`src/inc/hwdsr_params.svh`:
```
// Constants for the hardware watchdog with software reset.
// Assumes an 8-bit special-function-register port and a 20 MHz system clock.
// What this block does
// - The watchdog count advances once every timer_prescale+1 system clocks.
// - period_select picks a timeout of 2^(field+14) ticks, from 16K up to 2048K.
// - The timebase is a 7-bit prescaler stage feeding a 21-bit counter; overflow is timeout.
// - Any reset leaves the watchdog disabled, and it stops counting in power-down.
// - An unfed timeout gives a reset pulse of 96 clocks, or 48 in double-speed mode.
// - The reset also drives the reset pin at reset_polarity unless reset_output_disable is set.
// - Writing 1EH then E1H to the key register enables the watchdog.
// - watchdog_enabled_flag reads 1 while enabled and 0 after any reset until re-enabled.
// - Register reads between the two key bytes are harmless; any other write breaks the pair.
// - A wrong enable or feed sequence produces an immediate watchdog reset.
// - Writing 5AH then A5H gives a software reset even when disabled and sets the soft flag.
// - Any other key sequence resets at once and sets both the soft and the overflow flag.
// - A software reset is as long as a timeout reset and also drives the pin unless disabled.
// - Hardware sets the overflow flag on a timeout reset and only software or reset_i clears the flags.
// - The key register is write-only and reads back as zero.
`ifndef HWDSR_PARAMS_SVH
`define HWDSR_PARAMS_SVH

// Register offsets
`define HWDSR_KEY_ADDR 8'hA6
`define HWDSR_STATUS_ADDR 8'hA7

// Status register fields
`define HWDSR_BIT_OVF 7
`define HWDSR_BIT_SOFTWARE_RESET_FLAG 6
`define HWDSR_BIT_EN 5
`define HWDSR_BIT_IDLE 4
`define HWDSR_BIT_DISRO 3
`define HWDSR_PS_MSB 2
`define HWDSR_CTL_RESET 5'h00

// Key bytes
`define HWDSR_KEY_WD1 8'h1E
`define HWDSR_KEY_WD2 8'hE1
`define HWDSR_KEY_SW1 8'h5A
`define HWDSR_KEY_SW2 8'hA5

// Timing counts
`define HWDSR_CNT_W 21
`define HWDSR_BASE_BITS 14
`define HWDSR_PULSE_NORMAL 7'h60
`define HWDSR_PULSE_DOUBLE 7'h30

`endif

```
`src/inc/hwdsr_pkg.sv`:
```
// Types shared by the watchdog files.
// Assumes hwdsr_params.svh is compiled alongside.
package hwdsr_pkg;

  // Key sequence tracker
  typedef enum logic [1:0] {
    HWDSR_KEY_IDLE = 2'b00,
    HWDSR_KEY_WD = 2'b01,
    HWDSR_KEY_SW = 2'b10
  } hwdsr_key_t;

  // One register-port access
  typedef struct packed {
    logic wr;
    logic rd;
    logic [7:0] addr;
    logic [7:0] wdata;
  } hwdsr_sfr_req_t;

  // Software-written configuration
  typedef struct packed {
    logic idle_halt_bit;
    logic reset_output_disable;
    logic [2:0] period_select;
  } hwdsr_ctl_t;

endpackage

```
`src/hw/hwdsr_prescaler.sv`:
```
// Tick divider ahead of the watchdog counter.
// Assumes the limit input is steady between clears.
`timescale 1ns/10ps
module hwdsr_prescaler (
  // Clock and reset
  input wire logic clk_i,
  input wire logic reset_i,
  input wire logic ce_i,
  // Control
  input wire logic run_i,
  input wire logic clear_i,
  input wire logic [6:0] limit_i,
  // Tick out
  output logic tick_o
);

  logic [6:0] div_r;

  // One tick per limit+1 running clocks
  always_ff @(posedge clk_i)
  begin
    if (reset_i || (ce_i && clear_i))
    begin
      div_r <= 7'h00;
      tick_o <= 1'b0;
    end
    else if (ce_i)
    begin
      tick_o <= run_i && (div_r == limit_i);
      if (run_i)
        div_r <= (div_r == limit_i) ? 7'h00 : 7'(div_r + 7'h01);
    end
  end

endmodule

```
`src/hw/hwdsr_top.sv`:
```
// Hardware watchdog with key-register feeding and software reset.
// Assumes reset_i is the device reset and is not fed back from sys_reset_o,
// so the cause flags survive the pulse this block raises.
`timescale 1ns/10ps
`include "hwdsr_params.svh"
module hwdsr_top (
  // Clock and reset
  input wire logic clk_i,
  input wire logic reset_i,
  input wire logic ce_i,
  // Register port
  input wire hwdsr_pkg::hwdsr_sfr_req_t sfr_req_i,
  output logic [7:0] sfr_rdata_o,
  // Device state
  input wire logic [6:0] timer_prescale_i,
  input wire logic power_down_i,
  input wire logic idle_i,
  input wire logic double_speed_clock_i,
  input wire logic reset_polarity_i,
  // Reset outputs
  output logic sys_reset_o,
  output logic rst_pin_o,
  output logic rst_pin_oe_o
);

  hwdsr_pkg::hwdsr_key_t key_r;
  hwdsr_pkg::hwdsr_key_t key_nxt;
  hwdsr_pkg::hwdsr_ctl_t ctl_r;
  logic [`HWDSR_CNT_W-1:0] cnt_r;
  logic [`HWDSR_CNT_W-1:0] limit;
  logic [6:0] pulse_r;
  logic enabled_r;
  logic ovf_r;
  logic software_reset_flag_r;
  logic key_wr;
  logic other_wr;
  logic enable_evt;
  logic sw_evt;
  logic bad_evt;
  logic timeout_evt;
  logic fire;
  logic run;
  logic tick;
  logic stat_wr;

  // Access decode
  assign key_wr = sfr_req_i.wr && (sfr_req_i.addr == `HWDSR_KEY_ADDR);
  assign other_wr = sfr_req_i.wr && (sfr_req_i.addr != `HWDSR_KEY_ADDR);
  assign stat_wr = sfr_req_i.wr && (sfr_req_i.addr == `HWDSR_STATUS_ADDR);

  // Key sequence decode; reads never disturb it, foreign writes do
  always_comb
  begin
    key_nxt = key_r;
    enable_evt = 1'b0;
    sw_evt = 1'b0;
    bad_evt = 1'b0;
    case (key_r)
      hwdsr_pkg::HWDSR_KEY_IDLE:
      begin
        if (key_wr && sfr_req_i.wdata == `HWDSR_KEY_WD1)
          key_nxt = hwdsr_pkg::HWDSR_KEY_WD;
        else if (key_wr && sfr_req_i.wdata == `HWDSR_KEY_SW1)
          key_nxt = hwdsr_pkg::HWDSR_KEY_SW;
        else if (key_wr)
          bad_evt = 1'b1;
      end
      hwdsr_pkg::HWDSR_KEY_WD:
      begin
        if (key_wr || other_wr)
          key_nxt = hwdsr_pkg::HWDSR_KEY_IDLE;
        enable_evt = key_wr && sfr_req_i.wdata == `HWDSR_KEY_WD2;
        bad_evt = other_wr || (key_wr && sfr_req_i.wdata != `HWDSR_KEY_WD2);
      end
      hwdsr_pkg::HWDSR_KEY_SW:
      begin
        if (key_wr || other_wr)
          key_nxt = hwdsr_pkg::HWDSR_KEY_IDLE;
        sw_evt = key_wr && sfr_req_i.wdata == `HWDSR_KEY_SW2;
        bad_evt = other_wr || (key_wr && sfr_req_i.wdata != `HWDSR_KEY_SW2);
      end
      default:
        key_nxt = hwdsr_pkg::HWDSR_KEY_IDLE;
    endcase
  end

  // Selected period: 2^(14+ps) ticks counted in the 21-bit counter
  assign limit = `HWDSR_CNT_W'((`HWDSR_CNT_W'(1) << (`HWDSR_BASE_BITS + ctl_r.period_select)) - 1);
  // Halted in power-down, optionally in idle, and while a pulse runs
  assign run = enabled_r && !power_down_i && !(idle_i && ctl_r.idle_halt_bit) && (pulse_r == 0);
  assign timeout_evt = run && tick && (cnt_r == limit);
  // Events are ignored while a pulse is already out
  assign fire = (pulse_r == 0) && (timeout_evt || sw_evt || bad_evt);

  hwdsr_prescaler u_prescaler (
    .clk_i(clk_i),
    .reset_i(reset_i),
    .ce_i(ce_i),
    .run_i(run),
    .clear_i(enable_evt || fire),
    .limit_i(timer_prescale_i),
    .tick_o(tick)
  );

  // Key tracker state, cleared by the pulse
  always_ff @(posedge clk_i)
  begin
    if (reset_i)
      key_r <= hwdsr_pkg::HWDSR_KEY_IDLE;
    else if (ce_i)
      key_r <= (pulse_r != 0) ? hwdsr_pkg::HWDSR_KEY_IDLE : key_nxt;
  end

  // Enable flag; any reset, ours included, disables
  always_ff @(posedge clk_i)
  begin
    if (reset_i)
      enabled_r <= 1'b0;
    else if (ce_i)
    begin
      if (fire)
        enabled_r <= 1'b0;
      else if (enable_evt && pulse_r == 0)
        enabled_r <= 1'b1;
    end
  end

  // Tick counter, restarted by a feed
  always_ff @(posedge clk_i)
  begin
    if (reset_i)
      cnt_r <= '0;
    else if (ce_i)
    begin
      if (enable_evt || fire)
        cnt_r <= '0;
      else if (run && tick)
        cnt_r <= `HWDSR_CNT_W'(cnt_r + 1'b1);
    end
  end

  // Configuration bits
  always_ff @(posedge clk_i)
  begin
    if (reset_i)
      ctl_r <= `HWDSR_CTL_RESET;
    else if (ce_i && stat_wr)
      ctl_r <= sfr_req_i.wdata[`HWDSR_BIT_IDLE:0];
  end

  // Cause flags: set wins over a software clear; writing 0 clears
  always_ff @(posedge clk_i)
  begin
    if (reset_i)
    begin
      ovf_r <= 1'b0;
      software_reset_flag_r <= 1'b0;
    end
    else if (ce_i)
    begin
      if (fire && (timeout_evt || bad_evt))
        ovf_r <= 1'b1;
      else if (stat_wr && !sfr_req_i.wdata[`HWDSR_BIT_OVF])
        ovf_r <= 1'b0;
      if (fire && (sw_evt || bad_evt))
        software_reset_flag_r <= 1'b1;
      else if (stat_wr && !sfr_req_i.wdata[`HWDSR_BIT_SOFTWARE_RESET_FLAG])
        software_reset_flag_r <= 1'b0;
    end
  end

  // Pulse length fixed by clock mode; same for every cause
  always_ff @(posedge clk_i)
  begin
    if (reset_i)
      pulse_r <= 7'h00;
    else if (ce_i)
    begin
      if (fire)
        pulse_r <= double_speed_clock_i ? `HWDSR_PULSE_DOUBLE : `HWDSR_PULSE_NORMAL;
      else if (pulse_r != 0)
        pulse_r <= 7'(pulse_r - 7'h01);
    end
  end

  // Reset outputs; pin is input-only when disabled
  always_ff @(posedge clk_i)
  begin
    if (reset_i)
    begin
      sys_reset_o <= 1'b0;
      rst_pin_oe_o <= 1'b0;
      rst_pin_o <= 1'b0;
    end
    else if (ce_i)
    begin
      sys_reset_o <= fire || (pulse_r > 7'h01);
      rst_pin_oe_o <= (fire || (pulse_r > 7'h01)) && !ctl_r.reset_output_disable;
      rst_pin_o <= reset_polarity_i;
    end
  end

  // Read data; key register reads as zero
  always_ff @(posedge clk_i)
  begin
    if (reset_i)
      sfr_rdata_o <= 8'h00;
    else if (ce_i && sfr_req_i.rd)
      sfr_rdata_o <= (sfr_req_i.addr == `HWDSR_STATUS_ADDR) ?
                     {ovf_r, software_reset_flag_r, enabled_r, ctl_r} : 8'h00;
  end

  // Helper: pulse length seen at the outputs
  logic [6:0] seen_r;
  logic [6:0] want_r;
  always_ff @(posedge clk_i)
  begin
    if (reset_i)
    begin
      seen_r <= 7'h00;
      want_r <= 7'h00;
    end
    else if (ce_i)
    begin
      if (fire)
        want_r <= double_speed_clock_i ? `HWDSR_PULSE_DOUBLE : `HWDSR_PULSE_NORMAL;
      seen_r <= sys_reset_o ? 7'(seen_r + 7'h01) : 7'h00;
    end
  end

  a_pulse_length: assert property (@(posedge clk_i) disable iff (reset_i)
    $fell(sys_reset_o) |-> seen_r == want_r)
    else $error("reset pulse length wrong");
  a_timeout_resets: assert property (@(posedge clk_i) disable iff (reset_i)
    (ce_i && timeout_evt && pulse_r == 0) |=> (ovf_r && sys_reset_o && !enabled_r))
    else $error("timeout did not reset and flag");
  a_bad_key_flags: assert property (@(posedge clk_i) disable iff (reset_i)
    (ce_i && bad_evt && pulse_r == 0) |=> (ovf_r && software_reset_flag_r && sys_reset_o))
    else $error("bad key did not set both flags");
  a_soft_reset: assert property (@(posedge clk_i) disable iff (reset_i)
    (ce_i && sw_evt && pulse_r == 0 && !ovf_r) |=> (software_reset_flag_r && !ovf_r && sys_reset_o))
    else $error("software reset wrong");
  a_enable_seq: assert property (@(posedge clk_i) disable iff (reset_i)
    (ce_i && enable_evt && !fire) |=> (enabled_r && cnt_r == 0))
    else $error("enable sequence not honoured");
  a_pin_disable: assert property (@(posedge clk_i) disable iff (reset_i)
    rst_pin_oe_o |-> (sys_reset_o && !$past(ctl_r.reset_output_disable)))
    else $error("pin driven when disabled");
  a_pulse_disables: assert property (@(posedge clk_i) disable iff (reset_i)
    sys_reset_o |-> !enabled_r)
    else $error("watchdog enabled during reset");
  a_powerdown_hold: assert property (@(posedge clk_i) disable iff (reset_i)
    (ce_i && power_down_i && !enable_evt && !fire) |=> $stable(cnt_r))
    else $error("counted in power-down");
  a_key_reads_zero: assert property (@(posedge clk_i) disable iff (reset_i)
    (ce_i && sfr_req_i.rd && sfr_req_i.addr == `HWDSR_KEY_ADDR) |=> sfr_rdata_o == 8'h00)
    else $error("key register readable");
  a_read_keeps_seq: assert property (@(posedge clk_i) disable iff (reset_i)
    (ce_i && key_r == hwdsr_pkg::HWDSR_KEY_WD && !sfr_req_i.wr && pulse_r == 0)
    |=> key_r == hwdsr_pkg::HWDSR_KEY_WD)
    else $error("read broke key sequence");

  c_enable: cover property (@(posedge clk_i) disable iff (reset_i) ce_i && enable_evt);
  c_timeout: cover property (@(posedge clk_i) disable iff (reset_i) ce_i && timeout_evt);
  c_soft: cover property (@(posedge clk_i) disable iff (reset_i) ce_i && sw_evt);
  c_bad: cover property (@(posedge clk_i) disable iff (reset_i) ce_i && bad_evt);

endmodule

```
`config.mk`:
```
export PLATFORM = sky130hd
export DESIGN_NAME = hwdsr_top
export DESIGN_NICKNAME = d
export VERILOG_FILES = /design/src/inc/hwdsr_pkg.sv /design/src/hw/hwdsr_prescaler.sv /design/src/hw/hwdsr_top.sv
export VERILOG_INCLUDE_DIRS = /design/src /design/src/inc
export SDC_FILE = /design/constraint.sdc
export NUM_CORES = 1
export LEC_CHECK = 0
export BUFFER_PORTS_ARGS = -buffer_cell sky130_fd_sc_hd__buf_2
export CORE_MARGIN = 10
export CORE_UTILIZATION = 41
export DETAILED_ROUTE_END_ITERATION = 10
export SYNTH_ARGS = -nofsm -noshare
export SYNTH_HDL_FRONTEND = slang
export SYNTH_SLANG_ARGS = --single-unit
```
`constraint.sdc`:
```
create_clock -name clk_i -period 2.8 [get_ports clk_i]
set_input_delay 0 -clock clk_i [delete_from_list [all_inputs] [get_ports clk_i]]
set_output_delay 0 -clock clk_i [all_outputs]
set_load 0.03 [all_outputs]
```
# Word-level counts from Yosys, hierarchy flattened
# Index checks and enable logic that the tools add are counted.
[word_totals] in_bits=32 register_bits=57
[classes] n_reduce_logical=57 mux=24 add_sub_neg=5 shifts=1 n_eq_ne=15 magnitude_cmp=1
[op_table] op="2-to-1 mux 21 bit" n=2
[op_table] op="== test 8 bit, second input constant" n=4
[op_table] op="2-to-1 mux 7 bit" n=4
[op_table] op="logical AND 1 bit" n=26
[op_table] op="inequality test 8 bit, second input constant" n=3
[op_table] op="adder 21 x 1 -> 21 bit, second input constant" n=1
[op_table] op="== test 21 bit" n=1
[op_table] op="left shift 1 x 5 -> 21 bit, first input constant" n=1
[op_table] op="subtractor 21 x 2 -> 21 bit, second input constant" n=1
[op_table] op="AND reduction 2 bit" n=6
[op_table] op="2-to-1 mux 1 bit" n=11
[op_table] op="logical OR 1 bit" n=10
[op_table] op="nonzero test 2 bit" n=5
[op_table] op="== test 8 x 5 -> 1 bit, second input constant" n=1
[op_table] op="== test 8 x 7 -> 1 bit, second input constant" n=1
[op_table] op="2-to-1 mux 2 bit" n=4
[op_table] op="2-to-1 mux 8 bit" n=1
[op_table] op="adder 7 x 1 -> 7 bit, second input constant" n=1
[op_table] op="== test 7 bit" n=1
[op_table] op="greater-than comparator 7 x 1 -> 1 bit, second input constant" n=1
[op_table] op="logical NOT 7 bit" n=1
[op_table] op="nonzero test 7 bit" n=1
[op_table] op="subtractor 7 x 1 -> 7 bit, second input constant" n=1
[op_table] op="adder 4 x 3 -> 5 bit, first input constant" n=1
[op_table] op="10 further kinds" n=14

# Depth between registers and ports, before layout
[depth] word_depth=12 depth_mapped=14 mapped_depth_nobuf=10

# Cells and area by module
# From an unflattened synthesis, not the netlist that was laid out.
[hier_totals] cells_unflattened=406 area_unflattened_um2=3438.3
[modules_own_cells] mod="hwdsr_top" area_each_um2=3016.6 cells_each=359 n_inst=1
[modules_own_cells] mod="hwdsr_prescaler" area_each_um2=421.7 cells_each=47 n_inst=1

# Worst setup path after synthesis
# OpenSTA, ideal clock, no wires.
[synth_timing] kind="flip-flop to flip-flop" from="reg ctl_r[1] (netlist bit)" to="reg cnt_r[20]" path_stages_with_launch=13 setup_slack_ps=-143 path_buffers=2 setup_ps=71 arrival_time_ps=2873 period_less_slack_ps=2943 cell_sequence="dfxtp_1 > buf_4 > inv_1 > ha_1 > nand3b_1 > or4b_1 > a41o_1 > nor4_4 > a211o_4 > o21ai_2 > buf_6 > or4_1 > a21oi_1"
[synth_via] elab_chain_cells=11 elab_cells_between_ends=12
[synth_rtl] item="start: declaration" line_no="hwdsr_top.sv:28" text="hwdsr_pkg::hwdsr_ctl_t ctl_r;"
[synth_rtl] item="start signal: assignment" line_no="hwdsr_top.sv:146" text="ctl_r <= `HWDSR_CTL_RESET;"
[synth_rtl] item="start signal: assignment" line_no="hwdsr_top.sv:148" text="ctl_r <= sfr_req_i.wdata[`HWDSR_BIT_IDLE:0];"
[synth_rtl] item="adder 4 x 3 -> 5 bit (no line) (*)"
[synth_rtl] item="left shift 1 x 5 -> 21 bit (no line) (*)"
[synth_rtl] item="subtractor 21 x 2 -> 21 bit (*)" line_no="hwdsr_top.sv:88" text="assign limit = `HWDSR_CNT_W'((`HWDSR_CNT_W'(1) << (`HWDSR_BASE_BITS + ctl_r.period_select)) - 1);"
[synth_rtl] item="== test 21 bit (*)" line_no="hwdsr_top.sv:91" text="assign timeout_evt = run && tick && (cnt_r == limit);"
[synth_rtl] item="logical AND 1 bit (*)" line_no="hwdsr_top.sv:91"
[synth_rtl] item="logical OR 1 bit (*) (2 in series)" line_no="hwdsr_top.sv:93" text="assign fire = (pulse_r == 0) && (timeout_evt || sw_evt || bad_evt);"
[synth_rtl] item="logical AND 1 bit (*)" line_no="hwdsr_top.sv:93"
[synth_rtl] item="logical OR 1 bit (*)" line_no="hwdsr_top.sv:135" text="if (enable_evt || fire)"
[synth_rtl] item="nonzero test 2 bit (no line)"
[synth_rtl] item="AND reduction 2 bit (no line)"
[synth_rtl] item="end signal: assignment" line_no="hwdsr_top.sv:138" text="cnt_r <= `HWDSR_CNT_W'(cnt_r + 1'b1);"
[synth_rtl] item="end: declaration" line_no="hwdsr_top.sv:29" text="logic [`HWDSR_CNT_W-1:0] cnt_r;"
# Every way passes the cells marked *; elsewhere a longest branch is shown, timed or not.
# A chain may end at the register's enable or synchronous reset.

# Final worst setup path
[layout_timing] from="reg ctl_r[2] (netlist bit)" to="reg cnt_r[18]"
# The elaborated chain is that of the path after synthesis.

==> results.json <==
{
  "clkTransAtPathRegs_ns": 0.07,
  "critPathKind": "reg -> reg",
  "hold_viol_final": 0,
  "fmax_ghz": 0.3743,
  "internal_power_w": 0.001613,
  "worstMarginPinSlew_ns": 0.7463,
  "vias_per_cell": 5.433,
  "cp-start-kind": "register",
  "syn_nets": 431,
  "ios": 43,
  "synth_area_per_cell_um2": 8.206,
  "diodes": 0,
  "use_met2_pct": 21.25,
  "slew_violations": 0,
  "netlist.area_leader.share_pct": 35.93,
  "grt_use_met1_pct": 17.93,
  "drc_errors": 0,
  "skew_ns": 0.008682,
  "drv_cap": 0,
  "grt_first_pass_wirelength_um": 13310,
  "drive_gt1_share_pct": 20.44,
  "p_per_area_nw_per_um2": 611.9,
  "p_leak_nw": 1.499,
  "grt_antenna_before_repair": 0,
  "final_common_cell": "dfxtp_1",
  "synth_ff_type": "dfxtp_1",
  "yosysWarnings": 0,
  "power_frac_comb_pct": 27.0,
  "synth_area_um2": 3176,
  "wire_per_inst_um": 14.33,
  "placed_area_um2": 3568,
  "ys_ff_latch": 57,
  "grtUsageMet3_pct": 3.867,
  "syn_inst": 387,
  "busiest_layer": "met2",
  "grt_max_degree": 31,
  "netSwitchingFraction_pct": 32.55,
  "synth.largest_area_cell": "dfxtp_1",
  "period_minus_slack_ns": 2.672,
  "grt.overflow.total": 0,
  "post-dp-hpwl_um": 5780,
  "portBuffers": 42,
  "clock_latency_ns": 0.35,
  "ctsRootBufferMaster": "clkbuf_8",
  "hold_class": "in -> reg",
  "start_util_pct": 41.52,
  "grt_pass1_vias": 2818,
  "async_flop_share_pct": 0,
  "coreArea_um2": 7647,
  "ys_types": 54,
  "synth_edf_count": 0,
  "grt.total_usage_pct": 13.80,
  "ant_nets": 0,
  "final_nets": 489,
  "rsz0062_at_grt": "true",
  "gp_congestion": 0.8217,
  "peakVddDrop_mv": 0.5024,
  "syn2layout_area_growth_pct": 23.05,
  "drt-initial-drc-count": 136,
  "cp_data_arrival_time_ns": 2.95,
  "nFillCells": 754,
  "synthTopCellsByArea": "dfxtp_1 36%, a21oi_1 5.4%, nor2_1 4.8%",
  "die_area_um2": 11670,
  "fin_crit_sh_pct": 95.42,
  "numCtsBuffers": 9,
  "status": "finished clean",
  "die_w_um": 108.0,
  "power_switching_w": 0.0007783,
  "worstSetupEndpointType": "register",
  "most-common-layout-cells": "56 x dfxtp_1, 42 x buf_2, 41 x nor2_1, 33 x a21oi_1, 31 x nand2_1",
  "cts_tree": "yes",
  "relSlewSlack_pct": 49.79,
  "dr.pass1.iters": 4,
  "p_clk_share_pct": 34.5,
  "setup_viol": 0,
  "clock_path_buffers": 2,
  "placementRows": 32,
  "cts_htree_levels": 3,
  "p_total_w": 0.002391,
  "cp_max_fo": 14,
  "power_frac_seq_pct": 38.5,
  "wl_um": 7911,
  "design_area_um2": 3908,
  "cts.sink_count": 57,
  "ys_seq_area_share_pct": 35.93,
  "vias": 2999,
  "crit_required_ns": 3.07,
  "die_h_um": 108.0
}
[worst max-delay path, stage by stage (launching register included)]
cell      delay [ns]
dfxtp_1         0.34
inv_2           0.06
ha_4            0.28
nand3b_1        0.09
or4b_1          0.48
a41o_1          0.22
nor4_4          0.17
a211o_4         0.18
o21ai_4         0.12
or4_1           0.54
a21oi_1         0.12
[sequential cells by signal, indices dropped and copies added, names as in the netlist]
register and flops:
sys_reset_o 1, ctl_r 5, rst_pin_o 1, cnt_r 21
rst_pin_oe_o 1, software_reset_flag_r 1, pulse_r 7, u_prescaler.tick_o 1
ovf_r 1, u_prescaler.div_r 7, key_r 2, enabled_r 1
sfr_rdata_o 8
[logic make-up after synthesis]
family / Yosys count / share of synthesized area [%]
AND/OR/NAND/NOR: 169 / 29.16
AO/OA/AOI/OAI: 87 / 17.42
flip-flops: 57 / 35.93
buffers and inverters: 33 / 4.413
XOR/XNOR: 20 / 5.516
adder cells (fa/ha/maj): 12 / 4.728
multiplexers: 9 / 2.837
[synthesized netlist by cell type, types with 2 or more instances]
cell type   n
buf_1       3
nor4_1      3
nand3_1    22
nand4_1    10
buf_2       4
and4_1      2
and3_1      6
o21a_1      2
and2_1      3
o21ai_0    16
xnor2_1    10
a211oi_1    4
inv_1      15
or2_2       3
and4b_1     2
nand4b_1    4
xor2_1     10
nand2_1    31
ha_1       12
mux2i_1     9
o21ba_2     2
dfxtp_1    57
or4_1      11
o31ai_1    11
or3_1       3
nor3b_1     4
a22oi_1     3
a21oi_1    34
nor3_1      7
nand3b_1    3
nor2b_1     5
nor2_1     41
a21o_1      2
clkbuf_1    9
a21boi_0    2
or4b_1      3
nor4b_1     2
[metal layers]
layer	part of all wire (%)	vias up
met5	0	-
met4	0.94	0
met3	5.3	6
met2	47	61
met1	46	1411
li1	-	1521
[area by class of cell]
cell class	instances	area (um^2)	area share, %
clock buffers	12	165.2	4.227
clock inverters	4	50.05	1.281
inverters	15	56.30	1.441
multi-input cells	298	1961	50.18
flip-flops and latches	57	1142	29.23
well taps	102	127.6	3.266
repair buffers	64	405.4	10.37
[what timing repair did]
| item | in CTS | in global routing |
|---|---|---|
| pin swaps | 0 | 7 |
| endpoints found under the setup margin | 5 | 24 |
| gates resized for setup | 0 | 9 |
| hold buffers | 7 | 0 |
| buffers inserted | 0 | 1 |
| cloned | 1 | 0 |
| endpoints found under the hold margin | 7 | 0 |
[power groups by stage]
stage	clock (W)	combinational [W]	sequential, W
after CTS	0.000842	0.000641	0.000920
after global placement	0	0.000620	0.000934
after global routing	0.000872	0.000725	0.000931
final	0.000825	0.000645	0.000921
after detailed placement	0	0.000626	0.000937
after floorplan	0	0.000430	0.000948
[metrics by stage]
stage	hold WS [ns]	worst slack, ns	setup TNS, ns	cells	util (%)
after detailed placement	0.2491	0.002219	0	527	46.66
final	0.01879	0.1284	0	552	51.10
after global placement	0.2338	0.04141	0	527	46.66
after global routing	0.03954	-0.03196	-0.04189	552	51.10
after floorplan	0.1438	-0.05583	-0.4422	387	-
after CTS	0.01006	0.03743	0	551	50.51
[final timing paths]
| path | from | endpoint | slack (ns) | depth (start not counted) |
|---|---|---|---|---|
| worst min register to register | sfr_rdata_o[2]$_SDFFE_PP0P_ | sfr_rdata_o[2]$_SDFFE_PP0P_ | 0.45 | 2 |
| worst min-delay path | sfr_req_i[7] | ovf_r$_SDFFE_PP0P_ | 0.02 | 3 |
| worst max-delay path | ctl_r[2]$_SDFFE_PP0P_ | cnt_r[18]$_SDFFE_PP0P_ | 0.13 | 10 |
| worst max register to register | ctl_r[2]$_SDFFE_PP0P_ | cnt_r[18]$_SDFFE_PP0P_ | 0.13 | 10 |
(Power assumes the default switching activity.)
